[src/fhq_pkg.sv]
// Purpose: shared constants and types of the flash protect/query host controller
// Assumes: 10 MHz system clock, 8-bit parallel flash with 21 address lines
// Notes: command codes for the unlock sequences are plain defaults

package fhq_pkg;

   // ------------------------------------------------------------------
   // widths and timing
   // ------------------------------------------------------------------
   localparam int ADDR_W = 21;
   localparam int DATA_W = 8;
   localparam int CLK_PERIOD_NS = 100;
   localparam int T_SETUP_NS = 50;
   localparam int T_WRITE_PULSE_NS = 35;
   localparam int T_READ_ACCESS_NS = 70;
   localparam int T_HOLD_NS = 20;
   localparam int T_RESET_PULSE_NS = 500;
   localparam int T_RESET_RECOVER_NS = 50;
   localparam int SETUP_CYC = (T_SETUP_NS + CLK_PERIOD_NS - 1) / CLK_PERIOD_NS;
   localparam int WPULSE_CYC = (T_WRITE_PULSE_NS + CLK_PERIOD_NS - 1) / CLK_PERIOD_NS;
   localparam int RACCESS_CYC = (T_READ_ACCESS_NS + CLK_PERIOD_NS - 1) / CLK_PERIOD_NS;
   localparam int HOLD_CYC = (T_HOLD_NS + CLK_PERIOD_NS - 1) / CLK_PERIOD_NS;
   localparam int RPULSE_CYC = (T_RESET_PULSE_NS + CLK_PERIOD_NS - 1) / CLK_PERIOD_NS;
   localparam int RRECOVER_CYC = (T_RESET_RECOVER_NS + CLK_PERIOD_NS - 1) / CLK_PERIOD_NS;

   // ------------------------------------------------------------------
   // command codes and addresses
   // ------------------------------------------------------------------
   localparam logic [ADDR_W-1:0] UNLOCK1_ADDR = 21'h000555;
   localparam logic [ADDR_W-1:0] UNLOCK2_ADDR = 21'h0002aa;
   localparam logic [DATA_W-1:0] UNLOCK1_DATA = 8'haa;
   localparam logic [DATA_W-1:0] UNLOCK2_DATA = 8'h55;
   localparam logic [DATA_W-1:0] CMD_PROGRAM = 8'ha0;
   localparam logic [DATA_W-1:0] CMD_ERASE_SETUP = 8'h80;
   localparam logic [DATA_W-1:0] CMD_SECTOR_ERASE = 8'h30;
   localparam logic [DATA_W-1:0] CMD_IDENTIFY = 8'h90;
   localparam logic [DATA_W-1:0] CMD_RESET = 8'hf0;
   localparam logic [ADDR_W-1:0] QUERY_ADDR = 21'h000055;
   localparam logic [DATA_W-1:0] CMD_QUERY = 8'h98;
   localparam logic [15:0] PROT_OFFSET = 16'h0002;
   localparam int GROUP_MSB = 20;
   localparam int GROUP_LSB = 18;
   localparam int SECTOR_LSB = 16;

   // ------------------------------------------------------------------
   // query signature
   // ------------------------------------------------------------------
   localparam logic [ADDR_W-1:0] QRY_ADDR0 = 21'h000010;
   localparam logic [ADDR_W-1:0] QRY_ADDR1 = 21'h000011;
   localparam logic [ADDR_W-1:0] QRY_ADDR2 = 21'h000012;
   localparam logic [DATA_W-1:0] QRY_CHAR0 = 8'h51;
   localparam logic [DATA_W-1:0] QRY_CHAR1 = 8'h52;
   localparam logic [DATA_W-1:0] QRY_CHAR2 = 8'h59;

   // ------------------------------------------------------------------
   // types
   // ------------------------------------------------------------------
   typedef enum logic [2:0] {
      OP_READ = 3'h0,
      OP_PROGRAM = 3'h1,
      OP_ERASE = 3'h2,
      OP_QUERY = 3'h3,
      OP_RESET = 3'h4,
      OP_PROT_CHECK = 3'h5,
      OP_VID_ON = 3'h6,
      OP_VID_OFF = 3'h7
   } fhq_op_t;

   typedef struct packed {
      logic wr;
      logic [ADDR_W-1:0] addr;
      logic [DATA_W-1:0] data;
      logic last;
      logic check;
   } fhq_step_t;

endpackage

[src/fhq_cyc_if.sv]
// Purpose: one bus cycle request and its completion, sequencer to engine
// Assumes: both ends on the same clock
// Notes: req and done are one-cycle pulses

`timescale 1ns/100ps

interface fhq_cyc_if;
   import fhq_pkg::*;
   logic req;
   logic wr;
   logic [ADDR_W-1:0] addr;
   logic [DATA_W-1:0] wdata;
   logic done;
   logic [DATA_W-1:0] rdata;

   modport seq (output req, output wr, output addr, output wdata, input done, input rdata);
   modport eng (input req, input wr, input addr, input wdata, output done, output rdata);
endinterface

[src/fhq_bus_engine.sv]
// Purpose: runs one read or write cycle on the flash pins
// Assumes: data input is synchronous to clk
// Notes: phases are setup, strobe, hold; every strobe lasts whole clock cycles

`timescale 1ns/100ps

module fhq_bus_engine
   import fhq_pkg::*;
(
   input wire logic clk,
   input wire logic resetn,
   fhq_cyc_if.eng cyc,
   output logic ce_n,
   output logic we_n,
   output logic oe_n,
   output logic [ADDR_W-1:0] addr,
   output logic [DATA_W-1:0] data_out,
   output logic data_oe_n,
   input wire logic [DATA_W-1:0] data_in
);

   typedef enum logic [1:0] {
      E_IDLE = 2'b00,
      E_SETUP = 2'b01,
      E_STROBE = 2'b11,
      E_HOLD = 2'b10
   } fhq_eng_state_t;

   fhq_eng_state_t state_reg;
   logic [3:0] cnt_reg;
   logic wr_reg;

   // ------------------------------------------------------------------
   // phase sequencing
   // ------------------------------------------------------------------
   always_ff @(posedge clk or negedge resetn) begin
      if (!resetn) begin
         state_reg <= E_IDLE;
         cnt_reg <= 4'h0;
         wr_reg <= 1'b0;
      end else begin
         unique case (state_reg)
            E_IDLE: begin
               if (cyc.req) begin
                  state_reg <= E_SETUP;
                  wr_reg <= cyc.wr;
                  cnt_reg <= 4'(SETUP_CYC - 1);
               end
            end
            E_SETUP: begin
               if (cnt_reg == 4'h0) begin
                  state_reg <= E_STROBE;
                  cnt_reg <= wr_reg ? 4'(WPULSE_CYC - 1) : 4'(RACCESS_CYC - 1);
               end else begin
                  cnt_reg <= cnt_reg - 4'h1;
               end
            end
            E_STROBE: begin
               if (cnt_reg == 4'h0) begin
                  state_reg <= E_HOLD;
                  cnt_reg <= 4'(HOLD_CYC - 1);
               end else begin
                  cnt_reg <= cnt_reg - 4'h1;
               end
            end
            E_HOLD: begin
               if (cnt_reg == 4'h0) begin
                  state_reg <= E_IDLE;
               end else begin
                  cnt_reg <= cnt_reg - 4'h1;
               end
            end
         endcase
      end
   end

   // ------------------------------------------------------------------
   // pin drive
   // ------------------------------------------------------------------
   // a write strobe never overlaps output enable, so the flash sees a clean
   // write: select and write strobe low, output enable high
   always_ff @(posedge clk or negedge resetn) begin
      if (!resetn) begin
         ce_n <= 1'b1;
         we_n <= 1'b1;
         oe_n <= 1'b1;
         addr <= '0;
         data_out <= '0;
         data_oe_n <= 1'b1;
      end else begin
         if (state_reg == E_IDLE && cyc.req) begin
            ce_n <= 1'b0;
            oe_n <= 1'b1;
            addr <= cyc.addr;
            data_out <= cyc.wdata;
            data_oe_n <= !cyc.wr;
         end
         if (state_reg == E_SETUP && cnt_reg == 4'h0) begin
            we_n <= !wr_reg;
            oe_n <= wr_reg;
         end
         // strobes are at least one full 100 ns period, far above noise width
         if (state_reg == E_STROBE && cnt_reg == 4'h0) begin
            we_n <= 1'b1;
            oe_n <= 1'b1;
         end
         if (state_reg == E_HOLD && cnt_reg == 4'h0) begin
            ce_n <= 1'b1;
            data_oe_n <= 1'b1;
         end
      end
   end

   // ------------------------------------------------------------------
   // completion and read capture
   // ------------------------------------------------------------------
   always_ff @(posedge clk or negedge resetn) begin
      if (!resetn) begin
         cyc.done <= 1'b0;
         cyc.rdata <= '0;
      end else begin
         cyc.done <= (state_reg == E_HOLD && cnt_reg == 4'h0);
         if (state_reg == E_STROBE && cnt_reg == 4'h0 && !wr_reg) begin
            cyc.rdata <= data_in;
         end
      end
   end

endmodule

[src/fhq_host.sv]
// Purpose: host controller for sector-group protection check, temporary unprotect and query
// Assumes: 10 MHz clk, flash pins sampled synchronously, external switch makes the
//          elevated voltage on the flash reset pin when flash_vid_en is high
// Notes: one user command at a time; answer is one rsp_valid pulse

`timescale 1ns/100ps

module fhq_host
   import fhq_pkg::*;
(
   input wire logic clk,
   input wire logic resetn,
   input wire logic cmd_valid,
   input wire logic [2:0] cmd_op,
   input wire logic [ADDR_W-1:0] cmd_addr,
   input wire logic [DATA_W-1:0] cmd_data,
   output logic cmd_ready,
   output logic rsp_valid,
   output logic [DATA_W-1:0] rsp_data,
   output logic rsp_err,
   output logic flash_ce_n,
   output logic flash_we_n,
   output logic flash_oe_n,
   output logic [ADDR_W-1:0] flash_addr,
   output logic [DATA_W-1:0] flash_data_out,
   output logic flash_data_oe_n,
   input wire logic [DATA_W-1:0] flash_data_in,
   output logic flash_reset_n,
   output logic flash_vid_en
);

   typedef enum logic [1:0] {
      S_INIT = 2'b00,
      S_IDLE = 2'b01,
      S_RUN = 2'b11,
      S_RESP = 2'b10
   } fhq_state_t;

   fhq_state_t state_reg;
   fhq_op_t op_reg;
   logic [ADDR_W-1:0] addr_reg;
   logic [DATA_W-1:0] data_reg;
   logic [2:0] idx_reg;
   logic wait_reg;
   logic [7:0] init_cnt_reg;
   fhq_step_t cur;
   logic accept;

   fhq_cyc_if cyc ();

   // ------------------------------------------------------------------
   // command sequences
   // ------------------------------------------------------------------
   function automatic fhq_step_t step_of(
      input fhq_op_t op,
      input logic [2:0] idx,
      input logic [ADDR_W-1:0] a,
      input logic [DATA_W-1:0] d
   );
      fhq_step_t s;
      s = '{wr: 1'b1, addr: UNLOCK1_ADDR, data: UNLOCK1_DATA, last: 1'b0, check: 1'b0};
      // program, erase and identify all open with the two unlock writes
      if (idx == 3'h1) begin
         s.addr = UNLOCK2_ADDR;
         s.data = UNLOCK2_DATA;
      end
      unique case (op)
         OP_READ: begin
            s = '{wr: 1'b0, addr: a, data: '0, last: 1'b1, check: 1'b0};
         end
         OP_RESET: begin
            // also the way out of query and identification mode
            s = '{wr: 1'b1, addr: a, data: CMD_RESET, last: 1'b1, check: 1'b0};
         end
         OP_PROGRAM: begin
            if (idx == 3'h2) begin
               s.data = CMD_PROGRAM;
            end else if (idx == 3'h3) begin
               s = '{wr: 1'b1, addr: a, data: d, last: 1'b1, check: 1'b0};
            end
         end
         OP_ERASE: begin
            if (idx == 3'h2) begin
               s.data = CMD_ERASE_SETUP;
            end else if (idx == 3'h4) begin
               s.addr = UNLOCK2_ADDR;
               s.data = UNLOCK2_DATA;
            end else if (idx == 3'h5) begin
               s = '{wr: 1'b1, addr: a, data: CMD_SECTOR_ERASE, last: 1'b1, check: 1'b0};
            end
         end
         OP_QUERY: begin
            // entry write, then the signature is read back to confirm the mode
            if (idx == 3'h0) begin
               s = '{wr: 1'b1, addr: QUERY_ADDR, data: CMD_QUERY, last: 1'b0,
                     check: 1'b0};
            end else if (idx == 3'h1) begin
               s = '{wr: 1'b0, addr: QRY_ADDR0, data: QRY_CHAR0, last: 1'b0,
                     check: 1'b1};
            end else if (idx == 3'h2) begin
               s = '{wr: 1'b0, addr: QRY_ADDR1, data: QRY_CHAR1, last: 1'b0,
                     check: 1'b1};
            end else begin
               s = '{wr: 1'b0, addr: QRY_ADDR2, data: QRY_CHAR2, last: 1'b1,
                     check: 1'b1};
            end
         end
         OP_PROT_CHECK: begin
            if (idx == 3'h2) begin
               s.data = CMD_IDENTIFY;
            end else if (idx == 3'h3) begin
               // group bits and sector bits kept, offset two selects the flag
               s = '{wr: 1'b0, addr: {a[GROUP_MSB:SECTOR_LSB], PROT_OFFSET}, data: '0,
                     last: 1'b0, check: 1'b0};
            end else if (idx == 3'h4) begin
               s = '{wr: 1'b1, addr: a, data: CMD_RESET, last: 1'b1, check: 1'b0};
            end
         end
         OP_VID_ON, OP_VID_OFF: begin
            s.last = 1'b1;
         end
      endcase
      return s;
   endfunction

   assign cur = step_of(op_reg, idx_reg, addr_reg, data_reg);
   assign accept = (state_reg == S_IDLE) && cmd_valid;

   // ------------------------------------------------------------------
   // flash reset pulse after controller reset
   // ------------------------------------------------------------------
   // reset pin is low from controller reset, held for the pulse time, then
   // released; commands wait for the recovery time so the flash reads array
   always_ff @(posedge clk or negedge resetn) begin
      if (!resetn) begin
         init_cnt_reg <= 8'h00;
         flash_reset_n <= 1'b0;
      end else if (state_reg == S_INIT) begin
         init_cnt_reg <= init_cnt_reg + 8'h01;
         if (init_cnt_reg == 8'(RPULSE_CYC - 1)) begin
            flash_reset_n <= 1'b1;
         end
      end
   end

   // ------------------------------------------------------------------
   // temporary unprotect
   // ------------------------------------------------------------------
   always_ff @(posedge clk or negedge resetn) begin
      if (!resetn) begin
         flash_vid_en <= 1'b0;
      end else if (accept && fhq_op_t'(cmd_op) == OP_VID_ON) begin
         flash_vid_en <= 1'b1;
      end else if (accept && fhq_op_t'(cmd_op) == OP_VID_OFF) begin
         flash_vid_en <= 1'b0;
      end
   end

   // ------------------------------------------------------------------
   // sequencer
   // ------------------------------------------------------------------
   always_ff @(posedge clk or negedge resetn) begin
      if (!resetn) begin
         state_reg <= S_INIT;
         op_reg <= OP_READ;
         addr_reg <= '0;
         data_reg <= '0;
         idx_reg <= 3'h0;
         wait_reg <= 1'b0;
         cmd_ready <= 1'b0;
         rsp_valid <= 1'b0;
      end else begin
         rsp_valid <= 1'b0;
         unique case (state_reg)
            S_INIT: begin
               if (init_cnt_reg == 8'(RPULSE_CYC + RRECOVER_CYC - 1)) begin
                  state_reg <= S_IDLE;
                  cmd_ready <= 1'b1;
               end
            end
            S_IDLE: begin
               if (cmd_valid) begin
                  op_reg <= fhq_op_t'(cmd_op);
                  addr_reg <= cmd_addr;
                  data_reg <= cmd_data;
                  idx_reg <= 3'h0;
                  cmd_ready <= 1'b0;
                  if (fhq_op_t'(cmd_op) == OP_VID_ON || fhq_op_t'(cmd_op) == OP_VID_OFF) begin
                     state_reg <= S_RESP;
                     rsp_valid <= 1'b1;
                  end else begin
                     state_reg <= S_RUN;
                  end
               end
            end
            S_RUN: begin
               if (!wait_reg) begin
                  wait_reg <= 1'b1;
               end else if (cyc.done) begin
                  wait_reg <= 1'b0;
                  if (cur.last) begin
                     state_reg <= S_RESP;
                     rsp_valid <= 1'b1;
                  end else begin
                     idx_reg <= idx_reg + 3'h1;
                  end
               end
            end
            S_RESP: begin
               state_reg <= S_IDLE;
               cmd_ready <= 1'b1;
            end
         endcase
      end
   end

   // ------------------------------------------------------------------
   // cycle request
   // ------------------------------------------------------------------
   always_ff @(posedge clk or negedge resetn) begin
      if (!resetn) begin
         cyc.req <= 1'b0;
         cyc.wr <= 1'b0;
         cyc.addr <= '0;
         cyc.wdata <= '0;
      end else begin
         cyc.req <= (state_reg == S_RUN) && !wait_reg;
         if (state_reg == S_RUN && !wait_reg) begin
            cyc.wr <= cur.wr;
            cyc.addr <= cur.addr;
            cyc.wdata <= cur.data;
         end
      end
   end

   // ------------------------------------------------------------------
   // answer capture
   // ------------------------------------------------------------------
   always_ff @(posedge clk or negedge resetn) begin
      if (!resetn) begin
         rsp_data <= '0;
         rsp_err <= 1'b0;
      end else if (accept) begin
         rsp_err <= 1'b0;
      end else if (state_reg == S_RUN && wait_reg && cyc.done && !cur.wr) begin
         rsp_data <= cyc.rdata;
         if (cur.check && cyc.rdata != cur.data) begin
            rsp_err <= 1'b1;
         end
      end
   end

   fhq_bus_engine fhq_bus_engine_i (
      .clk(clk),
      .resetn(resetn),
      .cyc(cyc.eng),
      .ce_n(flash_ce_n),
      .we_n(flash_we_n),
      .oe_n(flash_oe_n),
      .addr(flash_addr),
      .data_out(flash_data_out),
      .data_oe_n(flash_data_oe_n),
      .data_in(flash_data_in)
   );

endmodule

[config.mk]
export PLATFORM = sky130hd
export DESIGN_NAME = fhq_host
export DESIGN_NICKNAME = d
export VERILOG_FILES = /design/src/fhq_pkg.sv /design/src/fhq_cyc_if.sv /design/src/fhq_bus_engine.sv /design/src/fhq_host.sv
export SDC_FILE = /design/constraint.sdc
export NUM_CORES = 1
export LEC_CHECK = 0
export BUFFER_PORTS_ARGS = -buffer_cell sky130_fd_sc_hd__buf_2
export CAP_MARGIN = 20
export CORE_ASPECT_RATIO = 1.25
export CORE_MARGIN = 2
export CORE_UTILIZATION = 55
export CTS_CLUSTER_SIZE = 25
export DETAILED_ROUTE_END_ITERATION = 12
export GPL_ROUTABILITY_DRIVEN = 1
export PLACE_DENSITY = 0.76
export SLEW_MARGIN = 20
export SYNTH_ARGS = -nofsm -noshare
export SYNTH_HDL_FRONTEND = slang
export SYNTH_SLANG_ARGS = --single-unit
[constraint.sdc]
create_clock -name clk -period 7.11 [get_ports clk]
set_input_delay 0 -clock clk [delete_from_list [all_inputs] [get_ports clk]]
set_output_delay 0 -clock clk [all_outputs]
set_load 0.01 [all_outputs]
**Word level (Yosys, flattened, before mapping)**

Cells that the tools add are included.
W data, S select, Z words.

- Register bits: 139
- Logic and storage cells: 177
- Output and inout port bits: 46

- Reductions and logical operators: 43
- Mux-type cells: 68
- Bitwise operators: 1
- Equal/unequal tests: 34
- Add/sub/neg operators: 3

Operator list:

| cell | count |
|---|---|
| $pmux W30 S6 | 1 |
| $mux W32 | 3 |
| $mux W31 | 3 |
| $mux W22 | 2 |
| $mux W29 | 1 |
| $mux W2 | 13 |
| $eq A3 B3 Y1 const B | 8 |
| $mux W1 | 24 |
| $mux W8 | 3 |
| $mux W21 | 1 |
| $mux W19 | 1 |
| $eq A8 B3 Y1 const B | 2 |
| $pmux W2 S4 | 2 |
| $logic_and A1 B1 Y1 | 13 |
| $eq A3 B2 Y1 const B | 4 |
| $mux W12 | 1 |
| $mux W3 | 4 |
| $mux W4 | 3 |
| $ne A2 B2 Y1 const B | 6 |
| $pmux W4 S3 | 1 |
| $reduce_and A2 Y1 | 6 |
| $reduce_bool A2 Y1 | 6 |
| $ne A2 B1 Y1 const B | 5 |
| $reduce_and A5 Y1 | 2 |
| other kinds (23) | 34 |

**Logic depth before layout (Yosys ltp)**

Gate-level depths: netlist (run 1).

- Depth after elaboration: 11
- Mapped depth: 11
- Gate-level depth less buffers: 9

**By module**

Synthesis (run 1) repeated with hierarchy kept, for this count alone.

- Cells, all modules: 662
- Area, all modules: 6703.9 µm²

Modules (own cells, without submodules):

| module | sequential area each (µm²) | cells each | area an instance (µm²) | instances |
|---|---|---|---|---|
| fhq_host | 2252.2 | 527 | 4747.1 | 1 |
| fhq_bus_engine | 1231.2 | 135 | 1956.9 | 1 |

**Worst setup path after synthesis (run 1)**

OpenSTA, ideal clock, no wires.

- Kind: register to register
- Start: reg idx_reg[2]
- End: reg idx_reg[0]
- Data required time: 6985 ps
- Setup time: 125 ps
- Cell stages (with the launch flop): 11
- Arrival time: 2248 ps
- Period minus slack after synthesis: 2372 ps
- Buffers on the path: 1
- Path slack: 4738 ps
- Path through: dfrtp_1 clkbuf_2 inv_1 ha_1 clkinv_1 or3_1 a21oi_2 nor4_1 nor2b_1 o21ai_2 mux2_2

- Word-level cells in the longest chain between the ends: 7

Ends and longest elaborated chain:

| what | line | text |
|---|---|---|
| start: declaration | fhq_host.sv:43 | `logic [2:0] idx_reg;` |
| start signal: assignment | fhq_host.sv:205 | `idx_reg <= idx_reg + 3'h1;` |
| $eq A3 B3 Y1 (tied with other cells) | fhq_host.sv:85, fhq_host.sv:115 |  |
| $mux W31 (tied with other cells) | fhq_host.sv:115 | `end else if (idx == 3'h4) begin` |
| $mux W32 (tied with other cells) | fhq_host.sv:111 | `end else if (idx == 3'h3) begin` |
| $mux W2 (tied with other cells) | fhq_host.sv:109 | `if (idx == 3'h2) begin` |
| $pmux W1 S5 * | fhq_host.sv:67 | `unique case (op)` |
| $ne A2 B2 Y1 (no source line) * | n/a |  |
| $reduce_and A5 Y1 (no source line) * | n/a |  |

Every way passes the cells marked *; elsewhere a longest branch is shown, timed or not.
A chain may end at the register's enable or synchronous reset.

**Final worst setup path (run 1)**

- Start: reg idx_reg[0]
- End: reg idx_reg[0]

- Word-level cells in the longest chain between the ends: 7

Ends and longest elaborated chain:

| what | line |
|---|---|
| $eq A3 B3 Y1 (tied with other cells) | fhq_host.sv:85, fhq_host.sv:115 |
| $mux W31 (tied with other cells) | fhq_host.sv:115 |
| $mux W32 (tied with other cells) | fhq_host.sv:111 |
| $mux W2 (tied with other cells) | fhq_host.sv:109 |
| $pmux W1 S5 | fhq_host.sv:67 |
| $ne A2 B2 Y1 (no source line) | n/a |
| $reduce_and A5 Y1 (no source line) | n/a |

Several ways; a longest one is shown, not always the timed one. The select of a mux whose other input is x is not followed.

==> qor.csv, run 1 <==
stage,metric,value,unit
status,status,"finished, final reports clean",
timing,fin_crit,3.28,ns
floorplanning,die_w,103,um
synthesis,synth-compound-area-share,0.154,
detailed_routing,routed_via_density,5.87,
critical_path,r2r-start,idx_reg[0],
hold_path,min_path_type,in -> async,
finish,drive_gt1_frac,0.244,
clock_network,clk_path_buf_depth,2,
global_routing,track_usage,0.266,
floorplanning,die_h,128,um
clock_network,clkSlewWorstSetupHoldPaths,0.06,ns
clock_network,htree_num_levels,4,
placement,dpl_cell_area,7280,um2
timing,slew_violations,0,
finish,layout_common_cells,"nand2_1 (136), dfrtp_1 (135), buf_2 (87)",
timing,worst_pin_slew,0.951,ns
synthesis,synth-simple-area-share,0.177,
floorplanning,core-area,12100,um2
pwr,switching_power,1.51,mW
pwr,internal-power,2.37,mW
timing,fin_setup_tns,0,ns
synthesis,synthAdderAreaFrac,0.0166,
floorplanning,num_rows,45,
finish,stdcell_area,8370,um2
timing,setup_viol,0,
placement,port_buffers,88,
clock_network,clockRootBuffer,clkbuf_16,
clock_network,ctsResizeCount,0,
detailed_routing,wirelength,16.7,mm
timing,fmaxAchievable,0.305,GHz
synthesis,ys_seq_area_frac,0.515,
finish,final.fill_count,922,
placement,place_ws,3.92,ns
clock_network,clock-sinks,139,
floorplanning,initial_core_util,0.559,
critical_path,cp-start-kind,flop,
timing,rsz0062_at_grt,false,
synthesis,synthFlopType,dfrtp_1,
detailed_routing,dr_total_vias,5698,
pwr,power.share.sequential,0.361,
timing,finalCritPeriodShare,0.461,
global_routing,first_global_vias,5503,
synthesis,synth_edf_count,0,
global_routing,grt_overflow_total,0,
synthesis,postSynth.asyncResetShare,1.00,
detailed_routing,drtIter0Drc,381,
detailed_routing,postRouteAntennaNets,0,
finish,area_growth,23.7,%
detailed_routing,firstDrtPassIters,6,
synthesis,synth_xor_area_frac,0.0155,
synthesis,synth_top_family_by_area,simple AND/OR/NAND/NOR gates,
global_routing,antenna_found_initial,0,
finish,diodes,0,
critical_path,path_class,reg -> reg,
critical_path,arrival,3.58,ns
critical_path,r2r_cells,9,
clock_network,cts_hold_buf,43,
critical_path,r2r_slack,3.83,ns
pwr,comb_power_share,0.394,
synthesis,synth_area_per_cell,10.0,um2
pwr,p_leak,3.96,nW
finish,layout_commonest_cell,nand2_1,
synthesis,netlist_area,6770,um2
global_routing,grt_pass1_wl,27.1,mm
timing,fin_skew,0.0121,ns
synthesis,synth_cell_types,70,
critical_path,r2r-end,idx_reg[0],
floorplanning,ios,89,
synthesis,synth.yosys.warnings,0,
clock_network,insertion_delay,0.42,ns
synthesis,ys_seq_elements,139,
job,drv_cap,0,
placement,dpl.cell_count,894,
critical_path,crit_path_end_kind,flop,
finish,nets,845,
critical_path,path_max_fanout,14,
synthesis,syn-instance-count,677,
clock_network,numCtsBuffers,17,
pwr,clock_power_share,0.245,
pwr,max-vdd-ir-drop,0.253,mV
clock_network,post_cts_buffers,0,
synthesis,synthMuxAreaShare,0.0893,
placement,dpl.hpwl,11.1,mm
timing,hold_viol,0,
clock_network,cts_tree,built,
floorplanning,dieArea,13200,um2
global_routing,grt_max_degree,91,
timing,layout_setup_ws,3.83,ns
detailed_routing,drc,0,
pwr,switching_share,0.390,
timing,hold_ws,0.0758,ns
placement,place_congestion,0.891,
finish,fin_cells,970,
critical_path,crit_start,idx_reg[0],
synthesis,synth_nets,729,
critical_path,crit_required,7.42,ns
timing,slew_headroom,0.366,
pwr,cellPowerDensity,464,nW/um2
detailed_routing,wl_per_cell,17.2,um
-- power by group through the flow --
| stage | Clock (mW) | Sequential, mW | Combinational (mW) |
|---|---|---|---|
| detailed placement | 0 | 1.41 | 1.47 |
| CTS | 0.958 | 1.40 | 1.51 |
| global route | 0.995 | 1.44 | 1.68 |
| global placement | 0 | 1.39 | 1.43 |
| floorplan | 0 | 1.34 | 1.10 |
| finish | 0.949 | 1.40 | 1.53 |
-- how the worst max path moves through the flow --
stage,endpoint,slack (ns)
final,idx_reg[0],3.83
after detailed placement,idx_reg[0],3.92
after CTS,idx_reg[0],3.89
after global routing,idx_reg[0],3.56
after global placement,idx_reg[0],4.02
after floorplan,idx_reg[0],4.74
-- synthesized netlist by cell type, drive strengths merged, types with 4 or more instances --
| master | count | area share |
|---|---|---|
| nand2 | 136 | 0.075 |
| dfrtp | 135 | 0.50 |
| mux2 | 51 | 0.085 |
| o21ai | 42 | 0.032 |
| nor2 | 37 | 0.021 |
| a21oi | 28 | 0.021 |
| clkbuf | 26 | 0.015 |
| a22o | 15 | 0.019 |
| buf | 14 | 0.011 |
| nand3 | 12 | 0.0089 |
| nor3 | 12 | 0.0096 |
| inv | 11 | 0.0061 |
| xnor2 | 11 | 0.014 |
| a21o | 10 | 0.011 |
| nand2b | 10 | 0.0092 |
| ha | 9 | 0.017 |
| and3 | 8 | 0.0074 |
| nand4 | 8 | 0.0074 |
| o31ai | 8 | 0.0089 |
| a31oi | 6 | 0.0055 |
| nor2b | 6 | 0.0055 |
| o21a | 6 | 0.0067 |
| a211oi | 5 | 0.0055 |
| and2 | 5 | 0.0046 |
| nor3b | 5 | 0.0079 |
| o22ai | 5 | 0.0046 |
| dfstp | 4 | 0.016 |
| nand3b | 4 | 0.0044 |
| o211ai | 4 | 0.0052 |
-- final cells by class --
| class | count | area, um2 | share of cell area |
|---|---|---|---|
| multi-input combinational | 485 | 3060 | 0.366 |
| clock inverter | 15 | 211 | 0.0253 |
| inverter | 13 | 48.8 | 0.00583 |
| timing repair buffer | 137 | 933 | 0.112 |
| clock buffer | 17 | 425 | 0.0508 |
| sequential | 139 | 3480 | 0.416 |
| tap | 164 | 205 | 0.0245 |
-- per-stage QoR --
| stage | power [mW] | utilization |
|---|---|---|
| 2_1_floorplan | 2.43 | - |
| 3_3_place_gp | 2.82 | 0.602 |
| 3_5_place_dp | 2.88 | 0.602 |
| 4_1_cts | 3.86 | 0.690 |
| 5_1_grt | 4.12 | 0.691 |
| 6_report | 3.88 | 0.691 |
-- kinds of logic (layout without fill, tap and decap cells) --
| group | after synthesis | count (layout) |
|---|---|---|
| simple gates | 255 | 255 |
| compound gates | 155 | 155 |
| flops | 139 | 139 |
| mux | 54 | 54 |
| buf+inv | 53 | 182 |
| xor+xnor | 12 | 12 |
| fa+ha+maj | 9 | 9 |
-- metal layers --
metal	GRT usage	up-vias	share of wire	routed length, um
met5	0	-	0	0
met4	0.119	0	0.032	531
met3	0.0562	52	0.062	1040
met2	0.439	264	0.51	8500
met1	0.335	2748	0.40	6640
li1	-	2634	-	-
-- critical path, cell delays in order (launching register included) --
cell     delay [ns]
dfrtp_1        0.46
inv_1          0.14
ha_1           0.48
nor2b_1        0.53
or3_1          0.20
a21oi_2        0.10
nor4_1         0.54
nor2b_1        0.12
o21ai_2        0.22
mux2_2         0.37
(Power assumes the default switching activity.)
==> inputs of run 2 (changes only) <==
==> constraint.sdc (replaced) <==
create_clock -name clk -period 3.2 [get_ports clk]
set_input_delay 0 -clock clk [delete_from_list [all_inputs] [get_ports clk]]
set_output_delay 0 -clock clk [all_outputs]
set_load 0.01 [all_outputs]
==> qor.csv, run 2 (synthesis gave the netlist of run 1 again) <==
stage,metric,value,unit,change
status,status,"finished, final reports clean",,unchanged
global_routing,first_global_vias,5677,,was 5503
finish,layout_common_cells,"nand2_1 (136), dfrtp_1 (135), buf_2 (87)",,unchanged
clock_network,clkSlewWorstSetupHoldPaths,0.06,ns,about the same
critical_path,timing.critical_path.buf_inv,1,,unchanged
critical_path,cp-endpoint,rsp_err,,was idx_reg[0]
floorplanning,num_rows,45,,unchanged
critical_path,cp-start-kind,flop,,unchanged
floorplanning,initial_core_util,0.559,,unchanged
critical_path,path_max_fanout,14,,unchanged
detailed_routing,wirelength,17.4,mm,was 16.7 mm
finish,multi_input_area,3060,um2,about the same
timing,fin_setup_tns,0,ns,unchanged
global_routing,antenna_found_initial,1,,was 0
pwr,switching_power,3.44,mW,was 1.51 mW
placement,place_congestion,0.954,,was 0.891
detailed_routing,dr_total_vias,5794,,was 5698
detailed_routing,postRouteAntennaNets,0,,unchanged
critical_path,max_stage_delay,0.50,ns,was 0.54 ns
detailed_routing,routed_via_density,5.88,,was 5.87
global_routing,grt_max_degree,104,,was 91
critical_path,r2r-start,idx_reg[0],,unchanged
finish,nets,859,,was 845
critical_path,r2r_cells,9,,unchanged
critical_path,r2r-end,rsp_err,,was idx_reg[0]
clock_network,htree_num_levels,4,,unchanged
pwr,p_leak,3.99,nW,was 3.96 nW
detailed_routing,wl_per_cell,17.6,um,was 17.2 um
timing,worst_pin_slew,0.981,ns,was 0.951 ns
timing,fin_crit,2.86,ns,was 3.28 ns
critical_path,crit_chain,inv_1 -> ha_1 -> nand2b_1 -> and3_1 -> o21ai_0 -> o2111ai_1 -> xor2_1 -> nor4b_1 -> a41oi_1,,was inv_1 -> ha_1 -> nor2b_1 -> or3_1 -> a21oi_2 -> nor4_1 -> nor2b_1 -> o21ai_2 -> mux2_2
clock_network,cts_tree,built,,unchanged
pwr,p_total,8.56,mW,was 3.88 mW
pwr,internal-power,5.12,mW,was 2.37 mW
critical_path,crit_slowest_cell,ha_1,,was nor4_1
timing,setup_viol,0,,unchanged
critical_path,crit_start,idx_reg[0],,unchanged
clock_network,clock-sinks,139,,unchanged
finish,seqCellArea,3480,um2,unchanged
timing,fmaxAchievable,0.350,GHz,was 0.305 GHz
floorplanning,die_w,103,um,unchanged
timing,slew_headroom,0.345,,was 0.366
clock_network,clockRootBuffer,clkbuf_16,,unchanged
timing,slew_violations,0,,unchanged
critical_path,r2r_slack,0.34,ns,was 3.83 ns
floorplanning,die_h,128,um,unchanged
detailed_routing,drtIter0Drc,485,,was 381
pwr,power.share.sequential,0.365,,was 0.361
job,drv_cap,0,,unchanged
critical_path,cp.depth,9,,unchanged
timing,finalCritPeriodShare,0.893,,was 0.461
clock_network,insertion_delay,0.42,ns,about the same
critical_path,crit_required,3.49,ns,was 7.42 ns
clock_network,post_cts_buffers,0,,unchanged
timing,fin_skew,0.00806,ns,was 0.0121 ns
detailed_routing,drc,0,,unchanged
pwr,max-vdd-ir-drop,0.633,mV,was 0.253 mV
critical_path,path_class,reg -> reg,,unchanged
placement,port_buffers,88,,unchanged
finish,final.fill_count,902,,was 922
clock_network,clk_path_buf_depth,2,,unchanged
floorplanning,dieArea,13200,um2,unchanged
timing,hold_ws,0.250,ns,was 0.0758 ns
placement,dpl.hpwl,11.6,mm,was 11.1 mm
finish,layout_commonest_cell,nand2_1,,unchanged
timing,rsz0062_at_grt,false,,unchanged
global_routing,track_usage,0.278,,was 0.266
critical_path,critPathTopFamily,simple AND/OR/NAND/NOR gates,,unchanged
pwr,comb_power_share,0.410,,was 0.394
timing,hold_viol,0,,unchanged
pwr,cellPowerDensity,1020,nW/um2,was 464 nW/um2
pwr,switching_share,0.402,,was 0.390
floorplanning,core-area,12100,um2,unchanged
finish,drive_gt1_frac,0.257,,was 0.244
global_routing,grt_pass1_wl,28.3,mm,was 27.1 mm
floorplanning,ios,89,,unchanged
clock_network,numCtsBuffers,17,,unchanged
hold_path,min_path_type,in -> async,,unchanged
pwr,clock_power_share,0.225,,was 0.245
critical_path,crit_path_end_kind,flop,,unchanged
detailed_routing,firstDrtPassIters,5,,was 6
critical_path,arrival,3.14,ns,was 3.58 ns
finish,area_growth,24.2,%,was 23.7%
global_routing,grt_overflow_total,0,,unchanged
## run 2: worst register-to-register path, delay by kind of cell, from the launching register on
family | cells | cell delay, ns
simple gates | 3 | 0.91
fa+ha+maj | 1 | 0.50
xor+xnor | 1 | 0.21
compound gates | 3 | 0.51
buf+inv | 1 | 0.14
flops | 1 | 0.45
## run 2: routing by layer
metal	track usage	wire, um
met1	0.350	7000
met2	0.459	8830
met3	0.0545	981
met4	0.130	561
met5	0	0
## run 2: power groups by stage
stage / combinational (mW) / clock [mW] / sequential [mW]
finish: 3.51 / 1.93 / 3.12
global route: 3.87 / 2.02 / 3.22
CTS: 3.46 / 1.94 / 3.10
detailed placement: 3.37 / 0 / 3.13
global placement: 3.29 / 0 / 3.09
floorplan: 2.43 / 0 / 2.97
## run 2: stage by stage
| stage | cells | area, um2 | setup slack (ns) | utilization |
|---|---|---|---|---|
| after floorplan | 677 | 6770 | 0.828 | - |
| after CTS | 984 | 8400 | 0.351 | 0.694 |
| after detailed placement | 909 | 7400 | 0.406 | 0.611 |
| after global placement | 909 | 7400 | 0.574 | 0.611 |
| after global routing | 985 | 8410 | 0.162 | 0.695 |
| final | 985 | 8410 | 0.342 | 0.695 |
## run 2: area by class of cell
| cell class | count | area share |
|---|---|---|
| timing repair buffer | 151 | 0.122 |
| antenna | 1 | 0.000298 |
| inverter | 13 | 0.00580 |
| clock inverter | 15 | 0.0180 |
| clock buffer | 17 | 0.0506 |
| multi-input combinational | 485 | 0.364 |
| sequential | 139 | 0.414 |
| tap | 164 | 0.0244 |
## run 2: timing repair
action / CTS / global route
gates resized for setup: 0 / 1
endpoints found under the hold margin: 141 / 0
hold buffers: 43 / 0
endpoints found under the setup margin: 0 / 1
## run 2: worst min path at each step
stage | startpoint | endpoint | cells after the start
3_5_place_dp | resetn | fhq_bus_engine_i.cnt_reg[0] | 1
6_report | resetn | fhq_bus_engine_i.cnt_reg[0] | 2
5_1_grt | cmd_addr[15] | addr_reg[15] | 3
3_3_place_gp | resetn | fhq_bus_engine_i.cnt_reg[0] | 1
4_1_cts | resetn | fhq_bus_engine_i.cnt_reg[0] | 2
2_1_floorplan | resetn | addr_reg[0] | 0
==> inputs of run 3 (changes only) <==
--- a/config.mk
+++ b/config.mk
@@ -17,4 +17,5 @@
 export SLEW_MARGIN = 20
 export SYNTH_ARGS = -nofsm -noshare
 export SYNTH_HDL_FRONTEND = slang
+export SYNTH_HIERARCHICAL = 1
 export SYNTH_SLANG_ARGS = --single-unit
==> qor.csv, run 3 <==
stage,metric,value,unit,change
detailed_routing,wirelength,18.4,mm,was 17.4 mm
critical_path,cp-start-kind,flop,,unchanged
detailed_routing,postRouteAntennaNets,0,,unchanged
synthesis,synthAdderAreaFrac,0.0168,,was 0.0166
placement,place_congestion,1.09,,was 0.954
clock_network,clockRootBuffer,clkbuf_16,,unchanged
synthesis,netlist_area,6700,um2,was 6770 um2
synthesis,synth_xor_area_frac,0.0168,,was 0.0155
synthesis,synth-compound-area-share,0.171,,was 0.154
finish,diodes,0,,was 1
floorplanning,ios,89,,unchanged
floorplanning,die_w,103,um,about the same
synthesis,synth_area_per_cell,10.1,um2,was 10.0 um2
pwr,switching_power,3.44,mW,about the same
finish,drive_gt1_frac,0.260,,was 0.257
global_routing,grt_overflow_total,0,,unchanged
pwr,switching_share,0.392,,was 0.402
critical_path,crit_path_end_kind,flop,,unchanged
critical_path,cp.depth,9,,unchanged
finish,nets,846,,was 859
global_routing,grt_max_degree,96,,was 104
timing,hold_ws,0.218,ns,was 0.250 ns
clock_network,clock-sinks,139,,unchanged
finish,layout_commonest_cell,nand2_1,,unchanged
critical_path,max_stage_delay,0.48,ns,was 0.50 ns
clock_network,numCtsBuffers,17,,unchanged
synthesis,syn-instance-count,662,,was 677
floorplanning,num_rows,45,,unchanged
floorplanning,die_h,127,um,was 128 um
clock_network,clk_path_buf_depth,2,,unchanged
clock_network,clkSlewWorstSetupHoldPaths,0.06,ns,about the same
synthesis,synth_top_family_by_area,compound AO/OA/AOI/OAI gates,,was simple AND/OR/NAND/NOR gates
clock_network,cts_hold_buf,42,,was 43
critical_path,crit_chain,inv_1 -> ha_1 -> nand2b_1 -> nand2_1 -> o21ai_0 -> nor2_1 -> a2111o_1 -> nor4_2 -> a31oi_1,,was inv_1 -> ha_1 -> nand2b_1 -> and3_1 -> o21ai_0 -> o2111ai_1 -> xor2_1 -> nor4b_1 -> a41oi_1
critical_path,path_max_fanout,14,,unchanged
critical_path,critPathTopFamily,simple AND/OR/NAND/NOR gates,,unchanged
placement,dpl.hpwl,12.9,mm,was 11.6 mm
pwr,comb_power_share,0.408,,was 0.410
clock_network,cts_tree,built,,unchanged
floorplanning,dieArea,13100,um2,was 13200 um2
detailed_routing,dr_total_vias,5643,,was 5794
status,status,"finished, final reports clean",,unchanged
hold_path,min_path_type,in -> async,,unchanged
pwr,clock_power_share,0.238,,was 0.225
synthesis,yosysTopAreaCell,dfrtp_1,,unchanged
synthesis,synth_nets,714,,was 729
synthesis,ys_seq_area_frac,0.520,,was 0.515
synthesis,synth_cell_types,74,,was 70
critical_path,crit_slowest_cell,dfrtp_1,,was ha_1
floorplanning,core-area,12000,um2,was 12100 um2
global_routing,antenna_found_initial,0,,was 1
pwr,max-vdd-ir-drop,0.529,mV,was 0.633 mV
timing,slew_headroom,0.448,,was 0.345
pwr,power.share.sequential,0.355,,was 0.365
job,drv_cap,0,,unchanged
synthesis,synth-simple-area-share,0.162,,was 0.177
clock_network,insertion_delay,0.42,ns,about the same
finish,area_growth,25.1,%,was 24.2%
synthesis,ys_seq_elements,139,,unchanged
pwr,internal-power,5.34,mW,was 5.12 mW
global_routing,first_global_vias,5639,,was 5677
timing,setup_viol,0,,unchanged
timing,fin_skew,0.00798,ns,was 0.00806 ns
timing,hold_viol,0,,unchanged
timing,fin_crit,2.92,ns,was 2.86 ns
synthesis,synthTopCellsByCount,"nand2_1 (145), dfrtp_1 (135), mux2_2 (45), o21ai_0 (45), a21oi_1 (36)",,"was nand2_1 (136), dfrtp_1 (135), mux2_2 (50)"
synthesis,synthMuxAreaShare,0.0786,,was 0.0893
detailed_routing,drc,0,,unchanged
placement,port_buffers,88,,unchanged
global_routing,grt_pass1_wl,29.3,mm,was 28.3 mm
critical_path,path_class,reg -> reg,,unchanged
pwr,cellPowerDensity,1050,nW/um2,was 1020 nW/um2
critical_path,timing.critical_path.buf_inv,1,,unchanged
clock_network,htree_num_levels,4,,unchanged
timing,fin_setup_tns,0,ns,unchanged
floorplanning,initial_core_util,0.556,,was 0.559
finish,layout_common_cells,"nand2_1 (145), dfrtp_1 (135), buf_2 (87)",,"was nand2_1 (136), dfrtp_1 (135), buf_2 (87)"
detailed_routing,drtIter0Drc,373,,was 485
global_routing,track_usage,0.297,,was 0.278
clock_network,post_cts_buffers,0,,unchanged
synthesis,synth_top_area_frac,0.504,,was 0.499
timing,worst_pin_slew,0.828,ns,was 0.981 ns
timing,rsz0062_at_grt,false,,unchanged
detailed_routing,routed_via_density,5.81,,was 5.88
timing,fmaxAchievable,0.343,GHz,was 0.350 GHz
synthesis,synth_most_common_cell,nand2_1,,unchanged
critical_path,r2r_cells,9,,unchanged
timing,slew_violations,0,,unchanged
detailed_routing,firstDrtPassIters,5,,unchanged
timing,finalCritPeriodShare,0.912,,was 0.893
synthesis,synth.yosys.warnings,6,,was 0
synthesis,synth_area_leaders,"dfrtp_1 (50%), nand2_1 (8.1%), mux2_2 (7.6%), o21ai_0 (3.4%), a21oi_1 (2.7%)",,"was dfrtp_1 (50%), mux2_2 (8.3%), nand2_1 (7.5%), o21ai_0 (2.9%), nor2_1 (2.1%)"
pwr,p_leak,3.98,nW,was 3.99 nW
synthesis,postSynth.asyncResetShare,1.00,,unchanged
clock_network,ctsResizeCount,0,,unchanged
synthesis,synthFlopType,dfrtp_1,,unchanged
critical_path,arrival,3.20,ns,was 3.14 ns
detailed_routing,wl_per_cell,19.0,um,was 17.6 um
critical_path,crit_required,3.48,ns,was 3.49 ns
synthesis,synth_edf_count,0,,unchanged
## run 3: cell types whose count changed after synthesis, sizes merged, moves of 4 or more
cell    change
a21oi       +9
clkbuf      -9
nand2       +9
nand3       -7
a21o        -6
and3        -6
inv         +6
mux2        -6
buf         +5
nor2        -5
nand2b      -4
o21ai       +4
## run 3: per-layer routing
layer	GRT usage	share of wire
met1	0.369	0.41
met2	0.477	0.49
met3	0.0711	0.053
met4	0.156	0.048
met5	0	0
## run 3: logic make-up (layout without fill, tap and decap cells)
group	after synthesis	count (layout)
buf+inv	53	198
xor+xnor	12	12
flops	139	139
simple gates	234	234
fa+ha+maj	9	9
mux	47	47
compound gates	168	168
## run 3: cell type report
| class | count | area [um2] |
|---|---|---|
| clock buffers | 22 | 474 |
| clock inverters | 10 | 163 |
| fillers | 913 | 3660 |
| inverters | 17 | 63.8 |
| multi-input cells | 470 | 2990 |
| flip-flops and latches | 139 | 3480 |
| well taps | 164 | 205 |
| repair buffers | 149 | 1010 |
## run 3: per-stage QoR
step | setup slack, ns | util | instances | instance area, um2 | total power [mW]
after floorplan | 0.700 | - | 662 | 6700 | 5.39
after global placement | 0.436 | 0.608 | 897 | 7330 | 6.53
after detailed placement | 0.356 | 0.608 | 897 | 7330 | 6.57
after CTS | 0.339 | 0.696 | 971 | 8380 | 8.74
after global routing | 0.0757 | 0.696 | 971 | 8380 | 9.30
final | 0.281 | 0.696 | 971 | 8380 | 8.78
## run 3: final timing paths
check,from,end,slack (ns)
setup reg to reg,idx_reg[0],rsp_err,0.28
max in group asynchronous,resetn,idx_reg[0],2.13
hold reg to reg,addr_reg[11],addr_reg[11],0.47
min in group clk,cmd_data[0],data_reg[0],0.30
hold / removal,resetn,fhq_bus_engine_i/data_out[2],0.22
setup / recovery,idx_reg[0],rsp_err,0.28
## run 3: power groups by stage
stage / Sequential [mW] / Combinational, mW / Clock, mW
6_report: 3.11 / 3.58 / 2.08
2_1_floorplan: 2.94 / 2.45 / 0
5_1_grt: 3.20 / 3.92 / 2.19
3_5_place_dp: 3.12 / 3.45 / 0
3_3_place_gp: 3.10 / 3.44 / 0
4_1_cts: 3.10 / 3.52 / 2.12
